--- config.mk ---
export PLATFORM = sky130hd
export DESIGN_NAME = soft_mute_zero_flag_regs
export DESIGN_NICKNAME = d
export VERILOG_FILES = /design/src/pkg/mute_regs_pkg.sv /design/src/rtl/channel_ramp.sv /design/src/rtl/soft_mute_zero_flag_regs.sv
export SDC_FILE = /design/constraint.sdc
export NUM_CORES = 1
export LEC_CHECK = 0
export ABC_AREA = 1
export BUFFER_PORTS_ARGS = -buffer_cell sky130_fd_sc_hd__buf_2
export CORE_MARGIN = 3
export CORE_UTILIZATION = 25
export CTS_BUF_LIST = sky130_fd_sc_hd__clkbuf_8
export DETAILED_ROUTE_END_ITERATION = 10
export PLACE_DENSITY_LB_ADDON = 0.2
export RECOVER_POWER = 100
export SLEW_MARGIN = 20
export SYNTH_ARGS = -nofsm -noshare
export SYNTH_HDL_FRONTEND = slang
export SYNTH_SLANG_ARGS = --single-unit
--- constraint.sdc ---
create_clock -name clk -period 7.4 [get_ports clk]
set_input_delay 0.37 -clock clk [delete_from_list [all_inputs] [get_ports clk]]
set_output_delay 0.37 -clock clk [all_outputs]
set_load 0.01 [all_outputs]
--- src/pkg/mute_regs_pkg.sv ---
// Package: offsets, reset values and ramp timing for the soft-mute register bank
package mute_regs_pkg;

  // ----------------------------------------------------------------
  // Register map
  // ----------------------------------------------------------------
  localparam int          CHANNELS        = 8;
  localparam logic [6:0]  MUTE_CTRL_ADDR  = 7'h44;
  localparam logic [6:0]  ZERO_STAT_ADDR  = 7'h45;
  localparam logic [7:0]  MUTE_CTRL_RESET = 8'h00;

  // ----------------------------------------------------------------
  // Attenuator coding: 0 is unity, ATTEN_INF is infinite attenuation
  // ----------------------------------------------------------------
  localparam int          ATTEN_W         = 8;
  localparam logic [7:0]  ATTEN_INF       = 8'hFF;
  localparam logic [7:0]  ATTEN_RESET     = 8'h00;

  // ----------------------------------------------------------------
  // Ramp timing: one attenuator step every STEP_TIME_NS
  // ----------------------------------------------------------------
  localparam int          CLK_PERIOD_NS   = 25;
  localparam int          STEP_TIME_NS    = 1000;
  localparam int          STEP_CYCLES     = (STEP_TIME_NS + CLK_PERIOD_NS - 1) / CLK_PERIOD_NS;

  typedef enum logic [1:0] {ST_HOLD, ST_DOWN, ST_UP} ramp_state_type;

endpackage : mute_regs_pkg

--- src/rtl/channel_ramp.sv ---
// Module: one channel's attenuator that also carries the soft-mute ramp
`timescale 1ns/1ps
module channel_ramp #(
  parameter int ATTEN_W = 8
) (
  // Clock and reset
  input  wire logic               clk,
  input  wire logic               rst,
  // Control
  input  wire logic               step_en,
  input  wire logic               mute,
  input  wire logic [ATTEN_W-1:0] target_level,
  // Applied attenuation
  output logic      [ATTEN_W-1:0] atten
);

  // ----------------------------------------------------------------
  // Goal selection
  // ----------------------------------------------------------------
  // Mute overrides the programmed level; unmute returns to it
  wire logic [ATTEN_W-1:0] goal      = mute ? mute_regs_pkg::ATTEN_INF : target_level;
  wire logic               go_down   = atten < goal;
  wire logic               go_up     = atten > goal;
  wire logic [ATTEN_W-1:0] next_atten =
    !step_en ? atten :
    go_down  ? ATTEN_W'(atten + 1'b1) :
    go_up    ? ATTEN_W'(atten - 1'b1) :
    atten;

  // Single step per enable so mute and unmute share the same slope
  always_ff @(posedge clk)
  begin
    if (rst)
      atten <= mute_regs_pkg::ATTEN_RESET;
    else
      atten <= next_atten;
  end

  // ----------------------------------------------------------------
  // Checks
  // ----------------------------------------------------------------
  chk_step_size: assert property (@(posedge clk) disable iff (rst)
    !$stable(atten) |-> ($past(atten) - atten == 1 || atten - $past(atten) == 1))
    else $error("attenuator jumped by more than one step");

  chk_muted_hold: assert property (@(posedge clk) disable iff (rst)
    (mute && atten == mute_regs_pkg::ATTEN_INF) |=> atten == mute_regs_pkg::ATTEN_INF)
    else $error("muted output left infinite attenuation");

  // Muted channel below infinite attenuation must descend on every step
  chk_mute_descend: assert property (@(posedge clk) disable iff (rst)
    (step_en && mute && atten < mute_regs_pkg::ATTEN_INF) |=> atten == ATTEN_W'($past(atten) + 1'b1))
    else $error("muted channel did not step down");

  // Unmuted channel above its level must climb back on every step
  chk_unmute_ascend: assert property (@(posedge clk) disable iff (rst)
    (step_en && !mute && atten > target_level) |=> atten == ATTEN_W'($past(atten) - 1'b1))
    else $error("unmuted channel did not step back");

  chk_no_step_idle: assert property (@(posedge clk) disable iff (rst)
    !$past(step_en) |-> $stable(atten))
    else $error("attenuator moved without step enable");

endmodule : channel_ramp

--- src/rtl/soft_mute_zero_flag_regs.sv ---
// Module: soft-mute control and zero-flag status registers with per-channel ramps
// ------------------------------------------------------------------
// Notes on behaviour
// Eight mute bits at 0x44, bit 0 channel 1 up to bit 7 channel 8.
// Mute bit clear: channel uses programmed attenuation normally.
// Mute bit set: attenuation steps gradually down to infinite attenuation.
// Mute bit cleared: attenuation ramps back to programmed level, same manner.
// Ramp uses the same attenuator that applies the level.
// While muted, level writes cannot unmute or change the output.
// Reset clears all mute bits, every channel unmuted.
// Zero flags at 0x45 show live detector state, bit 0 channel 1.
// Zero-flag register is read-only.
// Zero flag reads 1 when zero input detected, else 0.
// Writes to the zero-flag register are ignored silently.
// ------------------------------------------------------------------
`timescale 1ns/1ps
module soft_mute_zero_flag_regs #(
  parameter int CHANNELS    = mute_regs_pkg::CHANNELS,
  parameter int ATTEN_W     = mute_regs_pkg::ATTEN_W,
  parameter int STEP_CYCLES = mute_regs_pkg::STEP_CYCLES
) (
  // Clock and reset
  input  wire logic                        clk,
  input  wire logic                        rst,
  // Register port from the serial control decoder (same clock)
  input  wire logic                        reg_wr,
  input  wire logic                        reg_rd,
  input  wire logic [6:0]                  reg_addr,
  input  wire logic [7:0]                  reg_wdata,
  output logic      [7:0]                  reg_rdata,
  output logic                             reg_hit,
  // Programmed levels from the attenuation-level registers
  input  wire logic [CHANNELS*ATTEN_W-1:0] level_in,
  // Zero-input detectors, one per channel (same clock)
  input  wire logic [CHANNELS-1:0]         zero_detect,
  // Applied attenuation and mute state per channel
  output logic      [CHANNELS*ATTEN_W-1:0] atten_out,
  output logic      [CHANNELS-1:0]         channel_mute_bits
);

  // ----------------------------------------------------------------
  // Address decode
  // ----------------------------------------------------------------
  wire logic sel_mute = reg_addr == mute_regs_pkg::MUTE_CTRL_ADDR;
  wire logic sel_zero = reg_addr == mute_regs_pkg::ZERO_STAT_ADDR;
  wire logic wr_mute  = reg_wr && sel_mute;
  // A write to the zero flags has no path to any storage
  wire logic wr_zero  = reg_wr && sel_zero;

  wire logic [7:0] next_rdata =
    sel_mute ? 8'(channel_mute_bits) :
    sel_zero ? 8'(zero_detect) :
    8'h00;

  // ----------------------------------------------------------------
  // Mute control register
  // ----------------------------------------------------------------
  always_ff @(posedge clk)
  begin
    if (rst)
      channel_mute_bits <= CHANNELS'(mute_regs_pkg::MUTE_CTRL_RESET);
    else if (wr_mute)
      channel_mute_bits <= reg_wdata[CHANNELS-1:0];
  end

  // Read data registered; zero flags are sampled live each read
  always_ff @(posedge clk)
  begin
    if (rst)
    begin
      reg_rdata <= 8'h00;
      reg_hit   <= 1'b0;
    end
    else
    begin
      reg_hit <= (reg_rd || reg_wr) && (sel_mute || sel_zero);
      if (reg_rd)
        reg_rdata <= next_rdata;
    end
  end

  // ----------------------------------------------------------------
  // Ramp step divider: one enable pulse per STEP_CYCLES
  // ----------------------------------------------------------------
  logic [15:0] step_count;
  wire  logic  step_en = step_count == 16'(STEP_CYCLES - 1);

  always_ff @(posedge clk)
  begin
    if (rst)
      step_count <= 16'h0000;
    else
      step_count <= step_en ? 16'h0000 : 16'(step_count + 16'h0001);
  end

  // ----------------------------------------------------------------
  // Per-channel attenuators
  // ----------------------------------------------------------------
  // Unmuted channels track level changes with the same ramp
  for (genvar ch = 0; ch < CHANNELS; ch++)
  begin : g_chan
    channel_ramp #(
      .ATTEN_W      (ATTEN_W)
    ) u_ramp (
      .clk          (clk),
      .rst          (rst),
      .step_en      (step_en),
      .mute         (channel_mute_bits[ch]),
      .target_level (level_in[ch*ATTEN_W +: ATTEN_W]),
      .atten        (atten_out[ch*ATTEN_W +: ATTEN_W])
    );
  end

  // ----------------------------------------------------------------
  // Checks
  // ----------------------------------------------------------------
  chk_mute_write: assert property (@(posedge clk) disable iff (rst)
    wr_mute |=> channel_mute_bits == $past(reg_wdata[CHANNELS-1:0]))
    else $error("mute write not stored");

  chk_mute_stable: assert property (@(posedge clk) disable iff (rst)
    !wr_mute |=> $stable(channel_mute_bits))
    else $error("mute bits changed without a write");

  chk_zero_read: assert property (@(posedge clk) disable iff (rst)
    (reg_rd && sel_zero) |=> reg_rdata == 8'($past(zero_detect)))
    else $error("zero flags read wrong");

  chk_mute_read: assert property (@(posedge clk) disable iff (rst)
    (reg_rd && sel_mute && !reg_wr) |=> reg_rdata == 8'($past(channel_mute_bits)))
    else $error("mute bits read wrong");

  chk_reset_clear: assert property (@(posedge clk)
    rst |=> channel_mute_bits == '0)
    else $error("mute bits not cleared by reset");

  chk_step_period: assert property (@(posedge clk) disable iff (rst)
    step_en |=> !step_en)
    else $error("step enable longer than one cycle");

  // Hit answers every mapped access and nothing else
  chk_hit_access: assert property (@(posedge clk) disable iff (rst)
    ((reg_rd || reg_wr) && (sel_mute || sel_zero)) |=> reg_hit)
    else $error("mapped access without hit");

  chk_hit_other: assert property (@(posedge clk) disable iff (rst)
    !((reg_rd || reg_wr) && (sel_mute || sel_zero)) |=> !reg_hit)
    else $error("hit without mapped access");

  // A write to the flags must leave the mute register alone
  chk_zero_ignored: assert property (@(posedge clk) disable iff (rst)
    wr_zero |=> $stable(channel_mute_bits))
    else $error("zero-flag write disturbed mute bits");

  // Unmapped reads return zero so software never sees stale data
  chk_other_read: assert property (@(posedge clk) disable iff (rst)
    (reg_rd && !sel_mute && !sel_zero) |=> reg_rdata == 8'h00)
    else $error("unmapped read not zero");

  // Read data stands until the next read
  chk_rdata_hold: assert property (@(posedge clk) disable iff (rst)
    !reg_rd |=> $stable(reg_rdata))
    else $error("read data changed without a read");

  cov_mute_write: cover property (@(posedge clk) disable iff (rst) wr_mute && reg_wdata != 8'h00);
  cov_full_mute:  cover property (@(posedge clk) disable iff (rst) channel_mute_bits == 8'hFF);
  cov_unmute:     cover property (@(posedge clk) disable iff (rst) $fell(channel_mute_bits[0]));
  cov_zero_write: cover property (@(posedge clk) disable iff (rst) wr_zero);
  cov_zero_read:  cover property (@(posedge clk) disable iff (rst) reg_rd && sel_zero);

endmodule : soft_mute_zero_flag_regs

* After elaboration in Yosys (flattened, before gate mapping)
Index checks and enable logic that the tools add are counted.
W data, S select, Z words.
** Cells by class
- $add $sub $neg :: 17
- Magnitude comparators :: 16
- Equality and inequality tests :: 3
- Muxes and demuxes :: 26
- Reduce and logical (&&, ||, !) cells :: 21
** Operator list (count)
- $mux W8 :: 26
- $add A8 B1 Y8 const B :: 8
- $gt A8 B8 Y1 :: 8
- $lt A8 B8 Y1 :: 8
- $sub A8 B1 Y8 const B :: 8
- $add A16 B1 Y16 const B :: 1
- $eq A16 B6 Y1 const B :: 1
- $reduce_and A2 Y1 :: 8
- $reduce_bool A2 Y1 :: 8
- $eq A7 B7 Y1 const B :: 2
- $logic_and A1 B1 Y1 :: 2
- $logic_or A1 B1 Y1 :: 2
- $reduce_or A2 Y1 :: 1
** Storage, ports and cells
- Register bits :: 97
- Input bits :: 91
- Output and inout port bits :: 81
- Logic and storage cells :: 95

* Logic depth before layout (Yosys ltp)
Gate-level depths: netlist (run 1).
- Word-level depth :: 4
- Mapped depth :: 22

* Hierarchy
A second synthesis (run 1) with hierarchy kept.
** Unflattened totals
- Cells, all modules :: 1165
- Area, all modules :: 8296.7 um2
** Modules (own cells, without submodules)
- channel_ramp (g_chan[5].u_ramp ...) :: instances 3, cells an instance 114, area each 828.3 um2, sequential area each 160.2 um2
- channel_ramp (g_chan[1].u_ramp ...) :: instances 3, cells an instance 114, area each 812.0 um2, sequential area each 160.2 um2
- soft_mute_zero_flag_regs :: instances 1, cells an instance 252, area each 1694.1 um2, sequential area each 660.6 um2
- channel_ramp (g_chan[0].u_ramp) :: instances 1, cells an instance 114, area each 844.6 um2, sequential area each 160.2 um2
- channel_ramp (g_chan[2].u_ramp) :: instances 1, cells an instance 115, area each 837.1 um2, sequential area each 160.2 um2

* Worst setup path after synthesis (run 1)
No wires, ideal clock.
- Path type :: reg-to-reg
- Start :: register channel_mute_bits[7]
- End :: register g_chan[7].u_ramp.atten[7]
- Library setup time :: 0.064 ns
- Arrival :: 2.733 ns
- Data required time :: 7.336 ns
- Slack :: 4.603 ns
- Stages on the path, launching flop included :: 18
- Buffers on the path :: 1
- Clock period less this slack :: 2.797 ns
- Cells stage by stage :: dfxtp_1 clkbuf_1 nor2_1 ha_1 a21o_1 nor2_1 nand2_1 ha_1 or2_2 nand2_1 nor2_1 nor2_1 inv_1 nand2_1 nand3_1 nor2_1 nor2_1 nor2_1
** Between the ends
- Word-level cells in the longest chain between the ends :: 4
- Elaborated cells between the ends (all ways) :: 6
** Ends and longest elaborated chain
- start, declared :: RTL line soft_mute_zero_flag_regs.sv:38 : output logic [CHANNELS-1:0] channel_mute_bits
- start signal, assigned :: RTL line soft_mute_zero_flag_regs.sv:61 : channel_mute_bits <= CHANNELS'(mute_regs_pkg::MUTE_CTRL_RESET);
- start signal, assigned :: RTL line soft_mute_zero_flag_regs.sv:63 : channel_mute_bits <= reg_wdata[CHANNELS-1:0];
- $mux W8 * :: RTL line channel_ramp.sv:21 : wire logic [ATTEN_W-1:0] goal = mute ? mute_regs_pkg::ATTEN_INF : target_level;
- $gt A8 B8 Y1 or $lt A8 B8 Y1 (tied branches) :: RTL line channel_ramp.sv:23, channel_ramp.sv:22
- $reduce_bool A2 Y1 (no line)
- $reduce_and A2 Y1 (no line)
- end signal, assigned :: RTL line channel_ramp.sv:34 : atten <= mute_regs_pkg::ATTEN_RESET;
- end signal, assigned :: RTL line channel_ramp.sv:36 : atten <= next_atten;
- end, declared :: RTL line channel_ramp.sv:14 : output logic [ATTEN_W-1:0] atten
Every way passes the cells marked *; elsewhere a longest branch is shown, timed or not.
A chain may end at the register's enable or synchronous reset.

* Worst setup path in the final report (run 1)
- Start :: register channel_mute_bits[2]
- End :: register g_chan[2].u_ramp.atten[7]
** Between the ends
- Word-level cells in the longest chain between the ends :: 4
- Elaborated cells between the ends (all ways) :: 6
** Ends and longest elaborated chain (RTL line)
- $mux W8 * :: channel_ramp.sv:21
- $gt A8 B8 Y1 or $lt A8 B8 Y1 (tied branches) :: channel_ramp.sv:23, channel_ramp.sv:22
- $reduce_bool A2 Y1 (no line)
- $reduce_and A2 Y1 (no line)
- end signal, assigned :: channel_ramp.sv:34
- end signal, assigned :: channel_ramp.sv:36
- end, declared :: channel_ramp.sv:14
Marked as above.

==> summary.md, run 1 <==
| Metric | Value |
|---|---|
| Share of post-route cells with drive strength above 1 | `10.8%` |
| Remaining max-slew budget at the tightest pin | `33.5%` |
| Initial drt markers | `370` |
| Arrival time of the worst setup path | `3.54 ns` |
| 1st-pass router iterations | `4` |
| Summed area of non-filler cells in the final layout | `9090 sq um` |
| Part of the Yosys area used for sequential elements | `24.5%` |
| Worst-margin pin slew | `0.998 ns` |
| Die Footprint | `33900 sq um` |
| Critical path launch point type | `register` |
| Number of synthesis warnings | `0` |
| Post-detailed-route via-to-cell ratio | `4.55` |
| Number of enable flip-flop cells after synthesis | `0` |
| Area occupied by multi-input gates | `5200 sq um` |
| Area of the mapped netlist | `7940 sq um` |
| Cell area power density | `113 nW/um^2` |
| Number of DRC violations after detailed routing | `0` |
| Clock-pin transition on the worst setup and hold timing paths | `0.09 ns` |
| Final setup violation count | `0` |
| Insertion delay of the later-clocked pin in the worst-skew pair | `0.38 ns` |
| Final-layout setup total negative slack | `0 ns` |
| Top-Level Pins | `172` |
| Internal Dissipation | `0.764 mW` |
| Pre-CTS setup slack | `4.14 ns` |
| Clk pwr share | `39.7%` |
| Detailed Route WL | `23200 um` |
| CP max stage cell | `sky130_fd_sc_hd__dfxtp_1` |
| Layout Skew | `0.0242 ns` |
| Result of the run | `finished clean` |
| Crit-path cells | `nor2_1, ha_1, a21o_1, nor2_1, nand2_1, ha_1, a21oi_1, nand2_1, a21oi_1, inv_1, nand2_1, nand3_1, nor2_1, nor2_1, nor2_1` |
| Sequential Power Share | `51.3%` |
| Die width | `184 um` |
| Final hold violation count | `0` |
| Number of buffers added to fix hold violations after cts | `0` |
| Most used cell along the critical path | `sky130_fd_sc_hd__nor2_1` |
| Number of max-slew violations in the final report | `0` |
| Leakage power figure | `4.67 nW` |
| Final core utilization | `29.4%` |
| Antenna violations before repair | `0` |
| Synthesized Nets | `1334` |
| Fraction of registers with async set or reset after synthesis | `0%` |
| Vias | `7591` |
| Top cells by area in the synthesized netlist | `sky130_fd_sc_hd__dfxtp_1, sky130_fd_sc_hd__ha_1, sky130_fd_sc_hd__nand2_1` |
| Vias in the first global route | `7214` |
| Fill count | `3506` |
| Most instantiated flip-flop cell in the synthesis netlist | `sky130_fd_sc_hd__dfxtp_1` |
| Maximum number of pins on one net before global-route repair | `81` |
| Die span in y | `184 um` |
| Required time at the endpoint of the critical path | `7.70 ns` |
| Most numerous cell types in the synthesized netlist | `sky130_fd_sc_hd__nand2_1, sky130_fd_sc_hd__nor2_1, sky130_fd_sc_hd__inv_1, sky130_fd_sc_hd__ha_1, sky130_fd_sc_hd__dfxtp_1` |
| Area share of the largest cell type after synthesis | `24.5%` |
| Worst vdd ir | `90.7 uV` |
| Starting density of the core | `25.7%` |
| First-pass GRT wire length | `37100 um` |
| CTS tree | `done` |
| Power share of the combinational group | `9.0%` |
| Final HPWL from detailed placement | `17900 um` |
| CTS Root Cell | `sky130_fd_sc_hd__clkbuf_8` |
| Library cell with the highest instance count after synthesis | `sky130_fd_sc_hd__nand2_1` |
| Minimum clock period after layout | `3.23 ns` |
| Number of distinct library cells after synthesis | `37` |
| Total of flip-flops plus latches after synthesis | `97` |
| Post-Syn Area per Cell | `7.07 sq um` |
| Buffers and inverters on the worst path | `1` |
| Slack of the critical path | `4.17 ns` |
| Largest stage delay, worst path | `0.61 ns` |
| Max Fclk | `310 MHz` |
| Power dissipated by switching net loads | `0.265 mW` |
| Post-detailed-route count of antenna-violating nets | `0` |
| Number of buffers added by the clock tree synthesis step | `9` |
| Total global-route track usage | `13.6%` |
| Final period utilization | `43.7%` |
| Capturing element type of the critical path | `register` |
| Placed inst area | `9060 sq um` |
| Overflow left after global routing | `0` |
| Largest delay contributor family on the critical path | `simple AND/OR/NAND/NOR gates` |
| Hold Crit Class | `in -> reg` |
| Core Rows | `64` |
| H-tree lvl count | `3` |
| Final GP Congestion | `0.788` |
| Synth Instances | `1122` |
| Signed area change from the synthesized netlist to the final layout | `14.6%` |
| Max-cap violations | `0` |
| Total Nets Final | `1480` |
| Cell accounting for the most synthesized area | `sky130_fd_sc_hd__dfxtp_1` |
| Clock tree sinks | `97` |
| Number of buffers on the longest clock path | `2` |
| Quantity of gates resized following cts | `0` |
| Detailed-route wire length per cell | `13.9 um` |
| RSZ-0062 raised after global routing | `no` |
| Number of port buffers | `171` |
| Count of buffers added by post-CTS timing repair for setup | `0` |
| FF+latch area | `1940 sq um` |
| Switch share | `25.8%` |
| Placeable Area | `30900 sq um` |
| Largest fanout on the critical path | `10` |
| Critical path start-end classification | `reg -> reg` |
[routing by layer]
layer  routed length, um  vias to the layer above  track usage [%]
met1               11900                     3375             19.1
met2               10200                      146             21.9
met3                 966                        9             2.29
li1                    -                     4061                -
met4                 194                        0             2.81
met5                   0                        -                0
[per-stage QoR]
stage | cells | total power, mW | hold slack, ns
final | 1669 | 1.03 | 0.257
after global routing | 1668 | 1.09 | 0.230
after CTS | 1668 | 1.06 | 0.217
after detailed placement | 1653 | 0.636 | 0.457
after global placement | 1653 | 0.634 | 0.451
after floorplan | 1122 | 0.594 | 0.430
[final cells by class]
| class | instances | area share, % |
|---|---|---|
| multi-input combinational | 863 | 57.2 |
| clock buffer | 10 | 1.51 |
| inverter | 125 | 5.17 |
| timing repair buffer | 172 | 8.38 |
| tap | 396 | 5.45 |
| clock inverter | 5 | 0.881 |
| antenna | 1 | 0.0275 |
| sequential | 97 | 21.4 |
[logic make-up (layout without fill, tap and decap cells)]
family	Yosys count	count (layout)	synth area share, %
simple gates	471	471	25.1
compound gates	232	232	17.4
buf+inv	162	312	8.94
fa+ha+maj	121	121	19.8
flops	97	97	24.5
xor+xnor	39	39	4.30
other cells	0	1	0
[cell usage in the layout, fill, tap and decap left out, types with 23 or more instances in the layout]
cell type / synthesis / final
sky130_fd_sc_hd__nand2_1: 196 / 198
sky130_fd_sc_hd__o21ai_0: 54 / 62
sky130_fd_sc_hd__nand3_1: 39 / 40
sky130_fd_sc_hd__nand4_1: 25 / 25
sky130_fd_sc_hd__dfxtp_1: 97 / 97
sky130_fd_sc_hd__a21oi_1: 94 / 102
sky130_fd_sc_hd__ha_1: 113 / 113
sky130_fd_sc_hd__inv_1: 123 / 123
sky130_fd_sc_hd__buf_2: 2 / 90
sky130_fd_sc_hd__xor2_1: 23 / 23
sky130_fd_sc_hd__nor2_1: 166 / 166
sky130_fd_sc_hd__clkbuf_1: 18 / 81
[final timing paths]
check | startpoint | endpoint | slack, ns | cells after the start
setup / recovery | channel_mute_bits[2]$_SDFFE_PP0P_ | g_chan[2].u_ramp.atten[7]$_SDFFE_PP0P_ | 4.17 | 15
hold / removal | rst | reg_hit$_SDFF_PP0_ | 0.26 | 2
setup reg to reg | channel_mute_bits[2]$_SDFFE_PP0P_ | g_chan[2].u_ramp.atten[7]$_SDFFE_PP0P_ | 4.17 | 15
hold reg to reg | step_count[0]$_SDFF_PP0_ | step_count[0]$_SDFF_PP0_ | 0.48 | 1
[power groups by stage]
| stage | clock network (mW) | registers [mW] | logic [mW] |
|---|---|---|---|
| final | 0.408 | 0.528 | 0.0925 |
| after global routing | 0.453 | 0.529 | 0.108 |
| after CTS | 0.438 | 0.529 | 0.0956 |
| after detailed placement | 0 | 0.540 | 0.0953 |
| after global placement | 0 | 0.540 | 0.0937 |
| after floorplan | 0 | 0.541 | 0.0530 |
[flip-flops by register name (all words and copies together) (netlist names)]
signal and flops:
channel_mute_bits 8, g_chan.u_ramp.atten 64, step_count 16, reg_hit 1
reg_rdata 8
(Power assumes the default switching activity.)
==> run 2, diff against run 1 <==
==> constraint.sdc (replaced) <==
create_clock -name clk -period 3.1 [get_ports clk]
set_input_delay 0.155 -clock clk [delete_from_list [all_inputs] [get_ports clk]]
set_output_delay 0.155 -clock clk [all_outputs]
set_load 0.01 [all_outputs]
==> summary.md, run 2 (synthesis gave the netlist of run 1 again) <==
| Metric | Value |
|---|---|
| Result of the run | `finished with violations` |
| Violations in the final reports | `capacitance limit, slew limit` |
| RR Endpoint | `g_chan[5].u_ramp.atten[7]$_SDFFE_PP0P_` |
| 1st-pass router iterations | `5` |
| Placed inst area | `9250 sq um` |
| Number of DRC violations after detailed routing | `0` |
| Vias in the first global route | `7465` |
| Max reg flops | `64` |
| Die width | `184 um` |
| Die span in y | `184 um` |
| Crit-path cells | `dlygate4sd3_1, clkbuf_1, inv_1, clkbuf_2, o21ai_0, a21oi_1` |
| Clock tree sinks | `97` |
| Final core utilization | `30.2%` |
| Antenna violations before repair | `1` |
| Initial drt markers | `348` |
| Buffers and inverters on the worst path | `4` |
| Fill count | `3473` |
| CP max stage cell | `sky130_fd_sc_hd__clkbuf_2` |
| Critical path start-end classification | `in -> reg` |
| Insertion delay of the later-clocked pin in the worst-skew pair | `0.39 ns` |
| Final period utilization | `89.9%` |
| Number of buffers added by the clock tree synthesis step | `9` |
| Cell area power density | `253 nW/um^2` |
| Final-layout setup total negative slack | `0 ns` |
| H-tree lvl count | `3` |
| Total Nets Final | `1509` |
| Clock-pin transition on the worst setup and hold timing paths | `0.12 ns` |
| Overflow left after global routing | `0` |
| Remaining max-slew budget at the tightest pin | `-20.4%` |
| Share of post-route cells with drive strength above 1 | `14.4%` |
| Leakage power figure | `4.86 nW` |
| Capturing element type of the critical path | `register` |
| Detailed Route WL | `24400 um` |
| Post-detailed-route via-to-cell ratio | `4.53` |
| RSZ-0062 raised after global routing | `no` |
| Required time at the endpoint of the critical path | `3.36 ns` |
| Largest delay contributor family on the critical path | `buffers and inverters` |
| Core Rows | `64` |
| FF-to-FF path depth | `17` |
| Worst-margin pin slew | `1.81 ns` |
| Critical path launch point type | `input port` |
| Vias | `7685` |
| Total Power | `2.36 mW` |
| Largest Register | `g_chan.u_ramp.atten` |
| Cell count of the worst hold path | `3` |
| Final setup violation count | `0` |
| Capture endpoint of the worst hold path | `channel_mute_bits[7]$_SDFFE_PP0P_` |
| Final HPWL from detailed placement | `19000 um` |
| Max-cap violations | `1` |
| Number of buffers on the longest clock path | `2` |
| Placeable Area | `30900 sq um` |
| Crit Reg-Reg Startpoint | `channel_mute_bits[5]$_SDFFE_PP0P_` |
| Worst vdd ir | `144 uV` |
| Largest registers | `g_chan.u_ramp.atten (64), step_count (16)` |
| Signed area change from the synthesized netlist to the final layout | `17.7%` |
| Max Fclk | `359 MHz` |
| Antenna Cells | `0` |
| Final hold violation count | `0` |
| Final GP Congestion | `0.827` |
| Slack of the critical path | `0.314 ns` |
| Top library cells by usage in the layout, fill and taps aside | `sky130_fd_sc_hd__nand2_1, sky130_fd_sc_hd__nor2_1, sky130_fd_sc_hd__inv_1` |
| Top-Level Pins | `172` |
| Largest stage delay, worst path | `1.31 ns` |
| Post-detailed-route count of antenna-violating nets | `0` |
| Startpoint of the worst hold path | `reg_wdata[7]` |
| Total global-route track usage | `14.2%` |
| Starting density of the core | `25.7%` |
| First-pass GRT wire length | `38600 um` |
| CTS tree | `done` |
| Largest fanout on the critical path | `80` |
| Minimum clock period after layout | `2.79 ns` |
| Setup slack of the worst register-to-register path | `0.33 ns` |
| Hold Crit Class | `in -> reg` |
| Layout Skew | `0.0187 ns` |
| Maximum number of pins on one net before global-route repair | `81` |
| CTS Root Cell | `sky130_fd_sc_hd__clkbuf_8` |
| Summed area of non-filler cells in the final layout | `9340 sq um` |
| Number of port buffers | `171` |
| Die Footprint | `33900 sq um` |
| Leading cell type in the layout, fill and taps excluded | `sky130_fd_sc_hd__nand2_1` |
| Pre-CTS setup slack | `0.101 ns` |
| Number of max-slew violations in the final report | `81` |
| Detailed-route wire length per cell | `14.3 um` |
| Arrival time of the worst setup path | `3.05 ns` |
run 2: cell types whose count changed in the layout (fill, tap and decap cells not counted), sizes merged:
cell         previous run  this run
clkinv                  1         2
buf                    91       122
inv                   124       128
diode                   1         0
bufinv                  2         0
dlygate4sd3             0         3
clkbuf                 91        85
clkinvlp                3         2
run 2: final cells by class:
type                            instances  area [sq um]  share of cell area [%]
Clock buffer                            9           124                    1.33
Clock inverter                          7          60.1                   0.643
Inverter                              125           470                    5.04
Multi-Input combinational cell        863          5290                    56.6
Sequential cell                        97          1950                    20.9
Tap cell                              396           495                    5.30
Timing Repair Buffer                  201           955                    10.2
run 2: layer usage:
| layer | global-route usage [%] | wire length (um) | vias to the layer above |
|---|---|---|---|
| met1 | 19.3 | 12200 | 3418 |
| met2 | 23.5 | 10900 | 148 |
| met5 | 0 | 13 | - |
| li1 | - | - | 4102 |
| met4 | 2.99 | 229 | 2 |
| met3 | 2.70 | 1040 | 15 |
run 2: per-stage QoR:
stage | cells | hold WS (ns)
3_3_place_gp | 1679 | 0.429
4_1_cts | 1698 | 0.00465
5_1_grt | 1698 | 0.0290
6_report | 1698 | 0.0359
3_5_place_dp | 1679 | 0.433
2_1_floorplan | 1122 | 0.233
run 2: worst max-delay path by stage:
stage / from / to / slack [ns] / depth (start not counted)
after floorplan: channel_mute_bits[7]$_SDFFE_PP0P_ / g_chan[7].u_ramp.atten[7]$_SDFFE_PP0P_ / 0.30 / 17
after global placement: channel_mute_bits[3]$_SDFFE_PP0P_ / g_chan[3].u_ramp.atten[7]$_SDFFE_PP0P_ / 0.11 / 16
after detailed placement: channel_mute_bits[3]$_SDFFE_PP0P_ / g_chan[3].u_ramp.atten[7]$_SDFFE_PP0P_ / 0.10 / 16
after CTS: channel_mute_bits[3]$_SDFFE_PP0P_ / g_chan[3].u_ramp.atten[7]$_SDFFE_PP0P_ / 0.05 / 16
after global routing: channel_mute_bits[2]$_SDFFE_PP0P_ / g_chan[2].u_ramp.atten[7]$_SDFFE_PP0P_ / 0.006 / 18
final: rst / channel_mute_bits[0]$_SDFFE_PP0P_ / 0.31 / 6
run 2: timing repair:
item / CTS / global route
buffers inserted: 0 / 0
resized for setup: 0 / 12
hold buffers: 3 / 0
endpoints found under the setup margin: 0 / 11
hold endpoints to repair: 3 / 0
run 2: report_power, final:
| group | internal [mW] | switching [mW] | leakage (nW) |
|---|---|---|---|
| combinational | 0.101 | 0.125 | 3.98 |
| clock | 0.308 | 0.567 | 0.0912 |
| sequential | 1.25 | 0.00679 | 0.787 |
run 2: tightest hold or removal path, delay by kind of cell:
kind | cells | cell delay [ns]
AOI/OAI and AO/OA | 2 | 0.17
buffers and inverters | 1 | 0.08
